File: src/latency_pkg.sv
package latency_pkg;

  // Clock and bit-time base
  localparam int CLK_PERIOD_NS = 8;
  localparam int BIT_TIME_NS = 10;
  localparam int TENTHS = 10;

  // Typical latencies in tenths of a bit time
  localparam int TX_LAT_TBIT = 110;
  localparam int CRS_ON_TX_TBIT = 185;
  localparam int CRS_ON_FX_TBIT = 90;
  localparam int CRS_OFF_TX_TBIT = 270;
  localparam int CRS_OFF_FX_TBIT = 170;
  localparam int RX_LAT_TX_TBIT = 380;
  localparam int RX_LAT_FX_TBIT = 270;

  localparam int TX_LAT_CYC = TX_LAT_TBIT * BIT_TIME_NS
                              / (TENTHS * CLK_PERIOD_NS);
  localparam int CRS_ON_TX_CYC = CRS_ON_TX_TBIT * BIT_TIME_NS
                                 / (TENTHS * CLK_PERIOD_NS);
  localparam int CRS_ON_FX_CYC = CRS_ON_FX_TBIT * BIT_TIME_NS
                                 / (TENTHS * CLK_PERIOD_NS);
  localparam int CRS_OFF_TX_CYC = CRS_OFF_TX_TBIT * BIT_TIME_NS
                                  / (TENTHS * CLK_PERIOD_NS);
  localparam int CRS_OFF_FX_CYC = CRS_OFF_FX_TBIT * BIT_TIME_NS
                                  / (TENTHS * CLK_PERIOD_NS);
  localparam int RX_LAT_TX_CYC = RX_LAT_TX_TBIT * BIT_TIME_NS
                                 / (TENTHS * CLK_PERIOD_NS);
  localparam int RX_LAT_FX_CYC = RX_LAT_FX_TBIT * BIT_TIME_NS
                                 / (TENTHS * CLK_PERIOD_NS);

  // Loopback limits; the internal delay takes half the 100 Mb/s budget,
  // leaving room for input sync and the wait for a reference edge
  localparam int LB100_MAX_NS = 240;
  localparam int LB10_MAX_NS = 2000;
  localparam int LB100_MAX_CYC = LB100_MAX_NS / CLK_PERIOD_NS;
  localparam int LB10_MAX_CYC = LB10_MAX_NS / CLK_PERIOD_NS;
  localparam int LB_CYC = LB100_MAX_CYC / 2;

  // Long intervals
  localparam int DEAD_TIME_US = 550;
  localparam int ISO_EXIT_US = 100;
  localparam int NS_PER_US = 1000;
  localparam int DEAD_TIME_CYC = DEAD_TIME_US * NS_PER_US / CLK_PERIOD_NS;
  localparam int ISO_EXIT_CYC = ISO_EXIT_US * NS_PER_US / CLK_PERIOD_NS;

  // Reference clock (reduced MII)
  localparam int REF_PERIOD_NS = 20;

  // Delay-line stage, also used for line-side receive input
  typedef struct packed {
    logic carrier;
    logic valid;
    logic [1:0] dibit;
    logic er;
  } stage_t;

  typedef struct packed {
    logic en;
    logic [1:0] dibit;
  } line_tx_t;

  typedef struct packed {
    logic crs_dv;
    logic rx_dv;
    logic [1:0] dibit;
    logic er;
  } mac_rx_t;

  localparam stage_t STAGE_IDLE = '0;
  localparam mac_rx_t MAC_RX_IDLE = '0;

endpackage : latency_pkg

File: src/mac_datapath.sv
`timescale 1ns/1ps
`default_nettype none
// Notes on behaviour
// - 100 Mb/s loopback: receive valid rises within 240 ns of transmit enable.
// - Entering 100 Mb/s loopback blanks receive outputs for up to 550 us.
// - 10 Mb/s loopback: receive valid rises within 2 us of transmit enable.
// - Transmit dibit and enable are sampled on the reference clock rise.
// - Transmit data reaches the line 11 bit times after sampling.
// - Carrier/valid rises 18.5 (copper) or 9 (fiber) bit times after start.
// - Carrier/valid falls 27 (copper) or 17 (fiber) bit times after end.
// - Receive dibit and error emerge 38 (copper) or 27 (fiber) bit times late.
// - Carrier/valid rises at once; falls on a reference clock edge, or at once in isolate or dead time.
// - A separate receive valid output is updated on reference clock edges.
// - Isolate exits within 100 us after the isolate control clears.
// - Clock to MAC follows the reference: half rate in MII, full in RMII.
// - One bit time at 100 Mb/s is 10 ns.
module mac_datapath
  import latency_pkg::*;
#(
  parameter int DEAD_CYCLES = DEAD_TIME_CYC,
  parameter int ISO_CYCLES = ISO_EXIT_CYC,
  parameter int DLY_DEPTH = 64,
  parameter int BUF_DEPTH = 2
) (
  input wire logic clk_in,
  input wire logic rst_in,
  input wire logic ref_clk_in,
  input wire logic tx_en_in,
  input wire logic [1:0] txd_in,
  input wire latency_pkg::stage_t line_rx_in,
  input wire logic line_tx_ready_in,
  input wire logic loopback_in,
  input wire logic speed_100_in,
  input wire logic fiber_in,
  input wire logic rmii_mode_in,
  input wire logic isolate_in,
  output logic [1:0] line_tx_dibit_out,
  output logic line_tx_valid_out,
  output logic tx_ready_out,
  output latency_pkg::mac_rx_t rx_out,
  output logic mac_clk_out,
  output logic isolated_out,
  output logic rx_dead_out
);
  import latency_pkg::*;

  localparam int TW = $clog2(DLY_DEPTH);
  localparam int PW = (BUF_DEPTH > 1) ? $clog2(BUF_DEPTH) : 1;
  localparam int CW = 32;

  // Pin synchronisers: ref, tx_en, txd
  logic [3:0] sync1_r, sync2_r;
  logic ref_d_r;
  always_ff @(posedge clk_in or posedge rst_in) begin
    if (rst_in) begin
      sync1_r <= 4'h0;
      sync2_r <= 4'h0;
      ref_d_r <= 1'b0;
    end else begin
      sync1_r <= {ref_clk_in, tx_en_in, txd_in};
      sync2_r <= sync1_r;
      ref_d_r <= sync2_r[3];
    end
  end

  logic ref_rise;
  logic tx_en_s;
  logic [1:0] txd_s;
  assign ref_rise = sync2_r[3] & ~ref_d_r;
  assign tx_en_s = sync2_r[2];
  assign txd_s = sync2_r[1:0];

  // Mode and timer state
  logic iso_r, iso_nxt, lb_d_r, lb_d_nxt, div_r, div_nxt;
  logic mclk_r, mclk_nxt;
  logic [CW-1:0] iso_cnt_r, iso_cnt_nxt, dead_cnt_r, dead_cnt_nxt;
  // Dead flag is registered so the output comes straight from a flop
  logic dead, dead_r, dead_nxt;
  assign dead = dead_r;

  always_comb begin
    iso_nxt = iso_r;
    iso_cnt_nxt = iso_cnt_r;
    if (isolate_in) begin
      iso_nxt = 1'b1;
      iso_cnt_nxt = CW'(ISO_CYCLES);
    end else if (iso_r) begin
      if (iso_cnt_r <= 1) begin
        iso_nxt = 1'b0;
        iso_cnt_nxt = '0;
      end else begin
        iso_cnt_nxt = iso_cnt_r - 1'b1;
      end
    end
    lb_d_nxt = loopback_in;
    dead_cnt_nxt = dead ? dead_cnt_r - 1'b1 : dead_cnt_r;
    // Only the 100 Mb/s descrambler needs resync time
    if (loopback_in && !lb_d_r && speed_100_in) begin
      dead_cnt_nxt = CW'(DEAD_CYCLES);
    end
    dead_nxt = (dead_cnt_nxt != '0);
    div_nxt = ref_rise ? ~div_r : div_r;
    // Sync stages add about 16 ns of lag to the reference
    mclk_nxt = rmii_mode_in ? sync2_r[3] : div_r;
  end

  always_ff @(posedge clk_in or posedge rst_in) begin
    if (rst_in) begin
      iso_r <= 1'b1;
      iso_cnt_r <= '0;
      lb_d_r <= 1'b0;
      dead_cnt_r <= '0;
      dead_r <= 1'b0;
      div_r <= 1'b0;
      mclk_r <= 1'b0;
    end else begin
      iso_r <= iso_nxt;
      iso_cnt_r <= iso_cnt_nxt;
      lb_d_r <= lb_d_nxt;
      dead_cnt_r <= dead_cnt_nxt;
      dead_r <= dead_nxt;
      div_r <= div_nxt;
      mclk_r <= mclk_nxt;
    end
  end

  // Delay lines; entry 0 is one cycle old
  stage_t tx_sr_r [DLY_DEPTH];
  stage_t rx_sr_r [DLY_DEPTH];
  stage_t tx_src, rx_src;

  always_comb begin
    tx_src = STAGE_IDLE;
    tx_src.valid = ref_rise & tx_en_s & ~iso_r & ~loopback_in;
    tx_src.carrier = tx_src.valid;
    tx_src.dibit = txd_s;
    if (iso_r) begin
      rx_src = STAGE_IDLE;
    end else if (loopback_in) begin
      rx_src.carrier = tx_en_s;
      rx_src.valid = ref_rise & tx_en_s;
      rx_src.dibit = txd_s;
      rx_src.er = 1'b0;
    end else begin
      rx_src = line_rx_in;
    end
  end

  always_ff @(posedge clk_in or posedge rst_in) begin
    if (rst_in) begin
      for (int i = 0; i < DLY_DEPTH; i++) begin
        tx_sr_r[i] <= STAGE_IDLE;
        rx_sr_r[i] <= STAGE_IDLE;
      end
    end else begin
      tx_sr_r[0] <= tx_src;
      rx_sr_r[0] <= rx_src;
      for (int i = 1; i < DLY_DEPTH; i++) begin
        tx_sr_r[i] <= tx_sr_r[i-1];
        rx_sr_r[i] <= rx_sr_r[i-1];
      end
    end
  end

  // Tap selection by mode
  logic [TW-1:0] on_tap, off_tap, lat_tap;
  stage_t tx_tap;
  always_comb begin
    if (loopback_in) begin
      on_tap = TW'(LB_CYC - 1);
      off_tap = TW'(LB_CYC - 1);
      lat_tap = TW'(LB_CYC - 1);
    end else if (fiber_in) begin
      on_tap = TW'(CRS_ON_FX_CYC - 1);
      off_tap = TW'(CRS_OFF_FX_CYC - 1);
      lat_tap = TW'(RX_LAT_FX_CYC - 1);
    end else begin
      on_tap = TW'(CRS_ON_TX_CYC - 1);
      off_tap = TW'(CRS_OFF_TX_CYC - 1);
      lat_tap = TW'(RX_LAT_TX_CYC - 1);
    end
    tx_tap = tx_sr_r[TW'(TX_LAT_CYC - 1)];
  end

  // Receive outputs
  mac_rx_t rx_r, rx_nxt;
  stage_t hold_r, hold_nxt;
  always_comb begin
    rx_nxt = rx_r;
    hold_nxt = hold_r;
    if (rx_sr_r[lat_tap].valid) begin
      hold_nxt = rx_sr_r[lat_tap];
    end
    if (dead || iso_r) begin
      rx_nxt = MAC_RX_IDLE;
      hold_nxt = STAGE_IDLE;
    end else begin
      // Rise on any system edge keeps latency low
      if (!rx_r.crs_dv && rx_sr_r[on_tap].carrier) begin
        rx_nxt.crs_dv = 1'b1;
      end else if (rx_r.crs_dv && ref_rise && !rx_sr_r[off_tap].carrier) begin
        rx_nxt.crs_dv = 1'b0;
      end
      if (ref_rise) begin
        rx_nxt.rx_dv = rx_sr_r[lat_tap].carrier;
        rx_nxt.dibit = hold_nxt.dibit;
        rx_nxt.er = hold_nxt.er & rx_sr_r[lat_tap].carrier;
      end
    end
  end

  always_ff @(posedge clk_in or posedge rst_in) begin
    if (rst_in) begin
      rx_r <= MAC_RX_IDLE;
      hold_r <= STAGE_IDLE;
    end else begin
      rx_r <= rx_nxt;
      hold_r <= hold_nxt;
    end
  end

  // Two-entry transmit buffer toward the line
  logic [1:0] buf_r [BUF_DEPTH];
  logic [1:0] buf_nxt [BUF_DEPTH];
  logic [PW-1:0] wp_r, wp_nxt, rp_r, rp_nxt;
  logic [PW:0] cnt_r, cnt_nxt;
  logic [1:0] ltx_r, ltx_nxt;
  logic lv_r, lv_nxt, rdy_r, rdy_nxt;
  logic push, pop;

  always_comb begin
    buf_nxt = buf_r;
    wp_nxt = wp_r;
    rp_nxt = rp_r;
    ltx_nxt = ltx_r;
    lv_nxt = lv_r;
    // Output stage refills when empty or when the line takes it
    pop = (cnt_r != '0) && (!lv_r || line_tx_ready_in);
    push = tx_tap.valid && (cnt_r != (PW+1)'(BUF_DEPTH));
    if (lv_r && line_tx_ready_in) begin
      lv_nxt = 1'b0;
    end
    if (pop) begin
      ltx_nxt = buf_r[rp_r];
      lv_nxt = 1'b1;
      rp_nxt = (rp_r == PW'(BUF_DEPTH - 1)) ? '0 : rp_r + 1'b1;
    end
    if (push) begin
      buf_nxt[wp_r] = tx_tap.dibit;
      wp_nxt = (wp_r == PW'(BUF_DEPTH - 1)) ? '0 : wp_r + 1'b1;
    end
    cnt_nxt = cnt_r + (PW+1)'(push) - (PW+1)'(pop);
    rdy_nxt = (cnt_nxt < (PW+1)'(BUF_DEPTH));
  end

  always_ff @(posedge clk_in or posedge rst_in) begin
    if (rst_in) begin
      for (int i = 0; i < BUF_DEPTH; i++) begin
        buf_r[i] <= 2'h0;
      end
      wp_r <= '0;
      rp_r <= '0;
      cnt_r <= '0;
      ltx_r <= 2'h0;
      lv_r <= 1'b0;
      rdy_r <= 1'b1;
    end else begin
      buf_r <= buf_nxt;
      wp_r <= wp_nxt;
      rp_r <= rp_nxt;
      cnt_r <= cnt_nxt;
      ltx_r <= ltx_nxt;
      lv_r <= lv_nxt;
      rdy_r <= rdy_nxt;
    end
  end

  assign line_tx_dibit_out = ltx_r;
  assign line_tx_valid_out = lv_r;
  assign tx_ready_out = rdy_r;
  assign rx_out = rx_r;
  assign mac_clk_out = mclk_r;
  assign isolated_out = iso_r;
  assign rx_dead_out = dead;

endmodule : mac_datapath
`default_nettype wire

File: config.mk
export PLATFORM = sky130hd
export DESIGN_NAME = mac_datapath
export DESIGN_NICKNAME = d
export VERILOG_FILES = /design/src/latency_pkg.sv /design/src/mac_datapath.sv
export SDC_FILE = /design/constraint.sdc
export NUM_CORES = 1
export LEC_CHECK = 0
export BUFFER_PORTS_ARGS = -buffer_cell sky130_fd_sc_hd__buf_2
export CAP_MARGIN = 5
export CORE_UTILIZATION = 40
export DETAILED_ROUTE_END_ITERATION = 8
export HOLD_SLACK_MARGIN = 0.12
export SLEW_MARGIN = 20
export SYNTH_ARGS = -nofsm -noshare
export SYNTH_HDL_FRONTEND = slang
export SYNTH_SLANG_ARGS = --single-unit
File: constraint.sdc
create_clock -name clk_in -period 12 [get_ports clk_in]
set_clock_uncertainty 0.15 [all_clocks]
set_input_delay 1.2 -clock clk_in [delete_from_list [all_inputs] [get_ports clk_in]]
set_output_delay 1.2 -clock clk_in [all_outputs]
set_load 0.01 [all_outputs]
==> impl_metrics.yaml, run 1 <==
global_route:
  met1_usage_pct: 19.3
  gr-usage-met2_pct: 18.6
  grt_pass1_wl_mm: 31.3
  grt_max_degree: 155
  globalRouteMet3Util_pct: 2.80
  grt_pass1_vias: 5899
  grt-busiest-layer: "met1"
  grt_use_total_pct: 12.9
  grt_remaining_overflow: 0
  antenna_found_initial: 1
clock_network:
  cts_buffer_depth: 3
  ctsResizeCount: 0
  clk_pin_slew_ns: 0.06
  cts_tree: "built"
  htreeDepth: 2
  postCtsSetupRepairBufs: 0
  root_buffer: "clkbuf_16"
  clk_latency_ns: 0.53
  ctsHoldBuffers: 0
  cts_buffers: 37
  cts.sinks: 372
logic_synthesis:
  netlist_area_mm2: 0.0118
  ys_ff_latch: 372
  syn_inst: 785
  ys_warn_count: 0
  netlist.area_leader.share_pct: 78.3
  synth.most_common_cell: "dfrtp_1"
  synth_top_area_cell: "dfrtp_1"
  synth_edf_count: 0
  synth_nets: 807
  ys_types: 55
  synth_area_leaders: "dfrtp_1, o21ai_0, nor2_1"
  seq_area_frac_synth_pct: 78.7
  postSynthAreaPerCell_um2: 15.1
  synth_common_cells: "dfrtp_1, nor2_1, o21ai_0"
  synth_ff_type: "dfrtp_1"
  async_flop_share_pct: 100
timing:
  finalCritPeriodShare_pct: 29.4
  drv_slew: 0
  setup_viol_count_final: 0
  worst_pin_slew_ns: 1.04
  hold_violations: 0
  layout_min_cycle_time_ns: 3.53
  setup_tns_ns: 0
  rsz0062_at_grt: "no"
  fmax_ghz: 0.283
  relSlewSlack_pct: 30.6
final_layout:
  syn2layout_area_growth_pct: 16.0
  drive_gt1_share_pct: 14.2
  multi_input_area_mm2: 0.00236
  insertedDiodeCount: 0
  num-fill-cells: 2469
  final_nets: 854
  regArea_mm2: 0.00931
  post-route-util_pct: 47.4
pwr:
  irDropWorstVdd_uv: 118
  power.density_mw_per_mm2: 194
  p_leak_nw: 6.72
worst_setup_path:
  r2r_start: "iso_cnt_r[26]$_DFFE_PP0P_"
  cpMaxStageDelayCell: "nand3b_1"
  r2r-end: "iso_cnt_r[25]$_DFFE_PP0P_"
  crit_buf_inv: 0
  path_class: "register to register"
  cp_slowest_stage_delay_ns: 0.94
  cp_cell_sequence: "or4_1, nor4_2, nand4_1, nand3b_1, nor2_1, a22o_1"
  r2r_slack_ns: 8.47
  worstPathArrival_ns: 3.79
  cp_max_fo: 31
  critical_path.top_delay_family: "simple AND/OR/NAND/NOR gates"
  worstRegToRegCells: 6
  cp.required_ns: 12.26
  startpoint_type: "register"
  cp-end-kind: "register"
run_status:
  status: "completed"
routing:
  drc: 0
  wl_per_cell_um: 14.9
  first_pass_iters: 5
  vias_per_cell: 4.80
  ant_nets: 0
  wirelength_mm: 18.5
  vias: 5968
  drtIter0Drc: 343
min_path:
  hold_depth: 0
  holdCritPathClass: "register to register"
  hp-start: "rx_sr_r[238]$_DFF_PP0_"
  min_to: "rx_sr_r[233]$_DFF_PP0_"
die:
  rows: 62
  initial_utilization_pct: 40.9
  design.core.area_mm2: 0.0289
  die-area_mm2: 0.0303
  die_w_um: 174
  pin_count: 29
  chipHeight_um: 174
placement:
  io_buffers: 28
  dp.final_hpwl_mm: 10.4
  place.gp.congestion: 0.751
flow_run:
  drv_cap: 0
==> how the worst max path moves through the flow <==
stage | from | to | slack, ns | depth (start not counted)
final | iso_cnt_r[26]$_DFFE_PP0P_ | iso_cnt_r[25]$_DFFE_PP0P_ | 8.47 | 6
after floorplan | rst_in | buf_r[0]$_DFFE_PP0P_ | 0.32 | 1
after global routing | iso_cnt_r[26]$_DFFE_PP0P_ | iso_cnt_r[25]$_DFFE_PP0P_ | 8.14 | 6
after global placement | loopback_in | rx_dead_out$_DFF_PP0_ | 8.35 | 8
after CTS | iso_cnt_r[26]$_DFFE_PP0P_ | iso_cnt_r[25]$_DFFE_PP0P_ | 8.43 | 6
after detailed placement | loopback_in | rx_dead_out$_DFF_PP0_ | 8.14 | 6
==> power breakdown <==
group / total, W / internal [W] / switching (W)
Clock: 0.00121 / 0.000719 / 0.000487
Sequential: 0.00132 / 0.00129 / 0.0000319
Combinational: 0.000136 / 0.0000520 / 0.0000842
==> stage by stage <==
step | area (um2) | total power (W) | worst slack [ns] | hold WS (ns) | cells
2_1_floorplan | 11800 | 0.00145 | 0.323 | 0.181 | 785
3_3_place_gp | 12400 | 0.00148 | 8.35 | 0.182 | 1177
3_5_place_dp | 12400 | 0.00148 | 8.14 | 0.185 | 1177
4_1_cts | 13700 | 0.00271 | 8.43 | 0.176 | 1244
5_1_grt | 13700 | 0.00278 | 8.14 | 0.185 | 1244
6_report | 13700 | 0.00267 | 8.47 | 0.185 | 1244
==> metal layers <==
layer  vias up  wire (um)  part of all wire, %
met5         -         11                0.060
met4         2        444                  2.4
met3        38        704                  3.8
met2        88       8210                   44
met1      3055       9110                   49
li1       2785          -                    -
==> cell type report <==
type / count / area share [%]
multi-input cells: 374 / 17.2
clock inverters: 20 / 2.00
flip-flops and latches: 372 / 67.9
repair buffers: 32 / 1.27
clock buffers: 47 / 7.68
inverters: 15 / 0.502
well taps: 384 / 3.50
==> cells in the final DEF (no fill, tap or decap), types with 3 or more instances in the layout <==
| master | netlist | final |
|---|---|---|
| bufinv_16 | 0 | 4 |
| inv_1 | 15 | 14 |
| nand3_1 | 14 | 14 |
| clkinvlp_4 | 0 | 5 |
| nor2b_1 | 3 | 3 |
| xnor2_1 | 11 | 11 |
| a21oi_1 | 21 | 21 |
| xor2_1 | 19 | 19 |
| and2_1 | 8 | 8 |
| a31oi_1 | 7 | 7 |
| o21ai_0 | 46 | 46 |
| clkbuf_16 | 0 | 37 |
| mux2i_1 | 16 | 16 |
| or4_1 | 13 | 13 |
| nor4_1 | 12 | 11 |
| clkinv_2 | 0 | 6 |
| nand2b_1 | 9 | 9 |
| ha_1 | 5 | 5 |
| or2_2 | 4 | 4 |
| clkbuf_8 | 0 | 9 |
| mux2_2 | 7 | 7 |
| nor3_1 | 27 | 27 |
| a221o_1 | 4 | 4 |
| nand2_1 | 37 | 37 |
| a21o_1 | 3 | 3 |
| o41ai_1 | 3 | 3 |
| buf_4 | 0 | 3 |
| nor2_1 | 59 | 59 |
| buf_2 | 4 | 28 |
| nand3b_1 | 4 | 4 |
| dfrtp_1 | 370 | 370 |
| nand4_1 | 8 | 8 |
| a22o_1 | 7 | 7 |
==> registers in the layout, summed over array words and instances (netlist names), 2 cells and up <==
signal             cells
rx_sr_r              235
tx_sr_r               39
dead_cnt_r            32
iso_cnt_r             32
rx_out                 5
buf_r                  4
sync1_r                4
sync2_r                4
hold_r                 3
cnt_r                  2
line_tx_dibit_out      2
==> cell families after synthesis <==
| kind of cell | after synthesis | synth area share (%) |
|---|---|---|
| mux | 24 | 2.21 |
| xor+xnor | 30 | 2.22 |
| compound gates | 100 | 5.17 |
| fa+ha+maj | 5 | 0.529 |
| buf+inv | 39 | 1.41 |
| simple gates | 215 | 9.75 |
| flops | 372 | 78.7 |
Power figures use the tool's default switching activity.
==> run 2, diff against run 1 <==
==> constraint.sdc (replaced) <==
create_clock -name clk_in -period 3 [get_ports clk_in]
set_clock_uncertainty 0.15 [all_clocks]
set_input_delay 0.3 -clock clk_in [delete_from_list [all_inputs] [get_ports clk_in]]
set_output_delay 0.3 -clock clk_in [all_outputs]
set_load 0.01 [all_outputs]
==> impl_metrics.yaml, run 2 (same netlist as run 1, synthesis figures left out) <==
final_layout:
  largest-register: "rx_sr_r"
  post-route-util_pct: 48.5
  final_nets: 891
  layout_commonest_cell: "dfrtp_1"
  regArea_mm2: 0.00931
  num-fill-cells: 2440
  syn2layout_area_growth_pct: 18.5
  mostFrequentLayoutCells: "dfrtp_1, nor2_1, o21ai_0"
  drive_gt1_share_pct: 15.7
  largest_reg_flops: 235
  reg_top3: "rx_sr_r (235), tx_sr_r (39)"
  multi_input_area_mm2: 0.00239
  insertedDiodeCount: 0
die:
  initial_utilization_pct: 40.9
  chipHeight_um: 174
  die_w_um: 174
  rows: 62
  die-area_mm2: 0.0303
  design.core.area_mm2: 0.0289
  pin_count: 29
worst_setup_path:
  cp_slowest_stage_delay_ns: 0.60
  cp.required_ns: 3.24
  cpMaxStageDelayCell: "or4b_4"
  cp-end-kind: "register"
  path_class: "register to register"
  cp_max_fo: 5
  cp_cell_sequence: "or4b_4, or4_1, nor3_1, xnor2_1, o2111ai_1, nor4b_2, nand3_1"
  r2r_start: "dead_cnt_r[0]$_DFF_PP0_"
  crit_buf_inv: 0
  critical_path.top_delay_family: "simple AND/OR/NAND/NOR gates"
  startpoint_type: "register"
  worstPathArrival_ns: 3.08
  cp-startpoint: "dead_cnt_r[0]$_DFF_PP0_"
clock_network:
  cts_buffers: 37
  root_buffer: "clkbuf_16"
  cts_tree: "built"
  postCtsSetupRepairBufs: 0
  cts.sinks: 372
  clk_pin_slew_ns: 0.06
  cts_buffer_depth: 3
  clk_latency_ns: 0.52
  htreeDepth: 2
timing:
  worst_pin_slew_ns: 0.689
  rsz0062_at_grt: "no"
  finalCritPeriodShare_pct: 94.6
  fmax_ghz: 0.352
  drv_slew: 0
  relSlewSlack_pct: 53.9
  layout_min_cycle_time_ns: 2.84
  setup_viol_count_final: 0
  holdWs_ns: 0.154
  finalWorstSetupSlack_ns: 0.163
  hold_violations: 0
placement:
  dp.final_hpwl_mm: 10.8
  pre_cts_slack_ns: -0.0285
  io_buffers: 28
  place.gp.congestion: 0.828
global_route:
  grt_pass1_vias: 6345
  grt_max_degree: 112
  grt_pass1_wl_mm: 32.4
  antenna_found_initial: 0
  grt_remaining_overflow: 0
  grt_use_total_pct: 13.2
routing:
  drc: 0
  vias_per_cell: 4.78
  wirelength_mm: 18.6
  ant_nets: 0
  drtIter0Drc: 295
  first_pass_iters: 4
  wl_per_cell_um: 14.6
  vias: 6126
pwr:
  irDropWorstVdd_uv: 403
  power.density_mw_per_mm2: 752
  p_total_w: 0.0106
  p_leak_nw: 6.87
run_status:
  status: "completed"
flow_run:
  drv_cap: 0
min_path:
  holdCritPathClass: "primary input to async pin"
-- run 2: final timing paths --
check | endpoint | slack [ns] | cells after the start
max | rx_dead_out$_DFF_PP0_ | 0.16 | 7
min | rx_sr_r[216]$_DFF_PP0_ | 0.15 | 3
max reg2reg | rx_dead_out$_DFF_PP0_ | 0.16 | 7
max in group asynchronous | line_tx_valid_out$_DFFE_PP0P_ | 1.71 | 4
min reg2reg | tx_sr_r[268]$_DFF_PP0_ | 0.19 | 0
min in group clk_in | tx_sr_r[268]$_DFF_PP0_ | 0.19 | 0
-- run 2: per-layer routing --
metal | global-route usage (%) | part of all wire (%) | up-vias
met4 | 4.79 | 2.0 | 0
met3 | 2.52 | 3.9 | 25
met1 | 20.1 | 50 | 3141
met5 | 0 | 0 | -
met2 | 18.8 | 44 | 101
li1 | - | - | 2859
-- run 2: area by class of cell --
type	count	share of cell area (%)
flip-flops and latches	372	66.4
repair buffers	69	3.71
well taps	384	3.43
inverters	15	0.428
clock inverters	16	1.70
multi-input cells	374	17.1
clock buffers	51	7.26
-- run 2: power breakdown --
part           internal (W)  switching [W]  total [W]
combinational      0.000265       0.000371   0.000636
clock               0.00276        0.00187    0.00463
sequential          0.00516       0.000119    0.00528
total               0.00819        0.00236     0.0106
-- run 2: worst register-to-register path, stage by stage (launching register included) --
cell and delay (ns):
dfrtp_1 0.44, or4b_4 0.60, or4_1 0.56, nor3_1 0.19, xnor2_1 0.17, o2111ai_1 0.16, nor4b_2 0.33, nand3_1 0.11
-- run 2: through the flow --
stage                     cells  TNS (ns)  cell area (um2)
after floorplan             785   -905.88            11800
after CTS                  1281         0            14000
after detailed placement   1200   -0.0285            12600
final                      1281         0            14000
after global routing       1281         0            14000
after global placement     1200         0            12600
-- run 2: what timing repair did --
action / in CTS / in global routing
gates resized for setup: 1 / 7
endpoints found under the hold margin: 392 / 0
setup endpoints to repair: 1 / 1
pin swaps: 0 / 1
hold buffers: 14 / 0
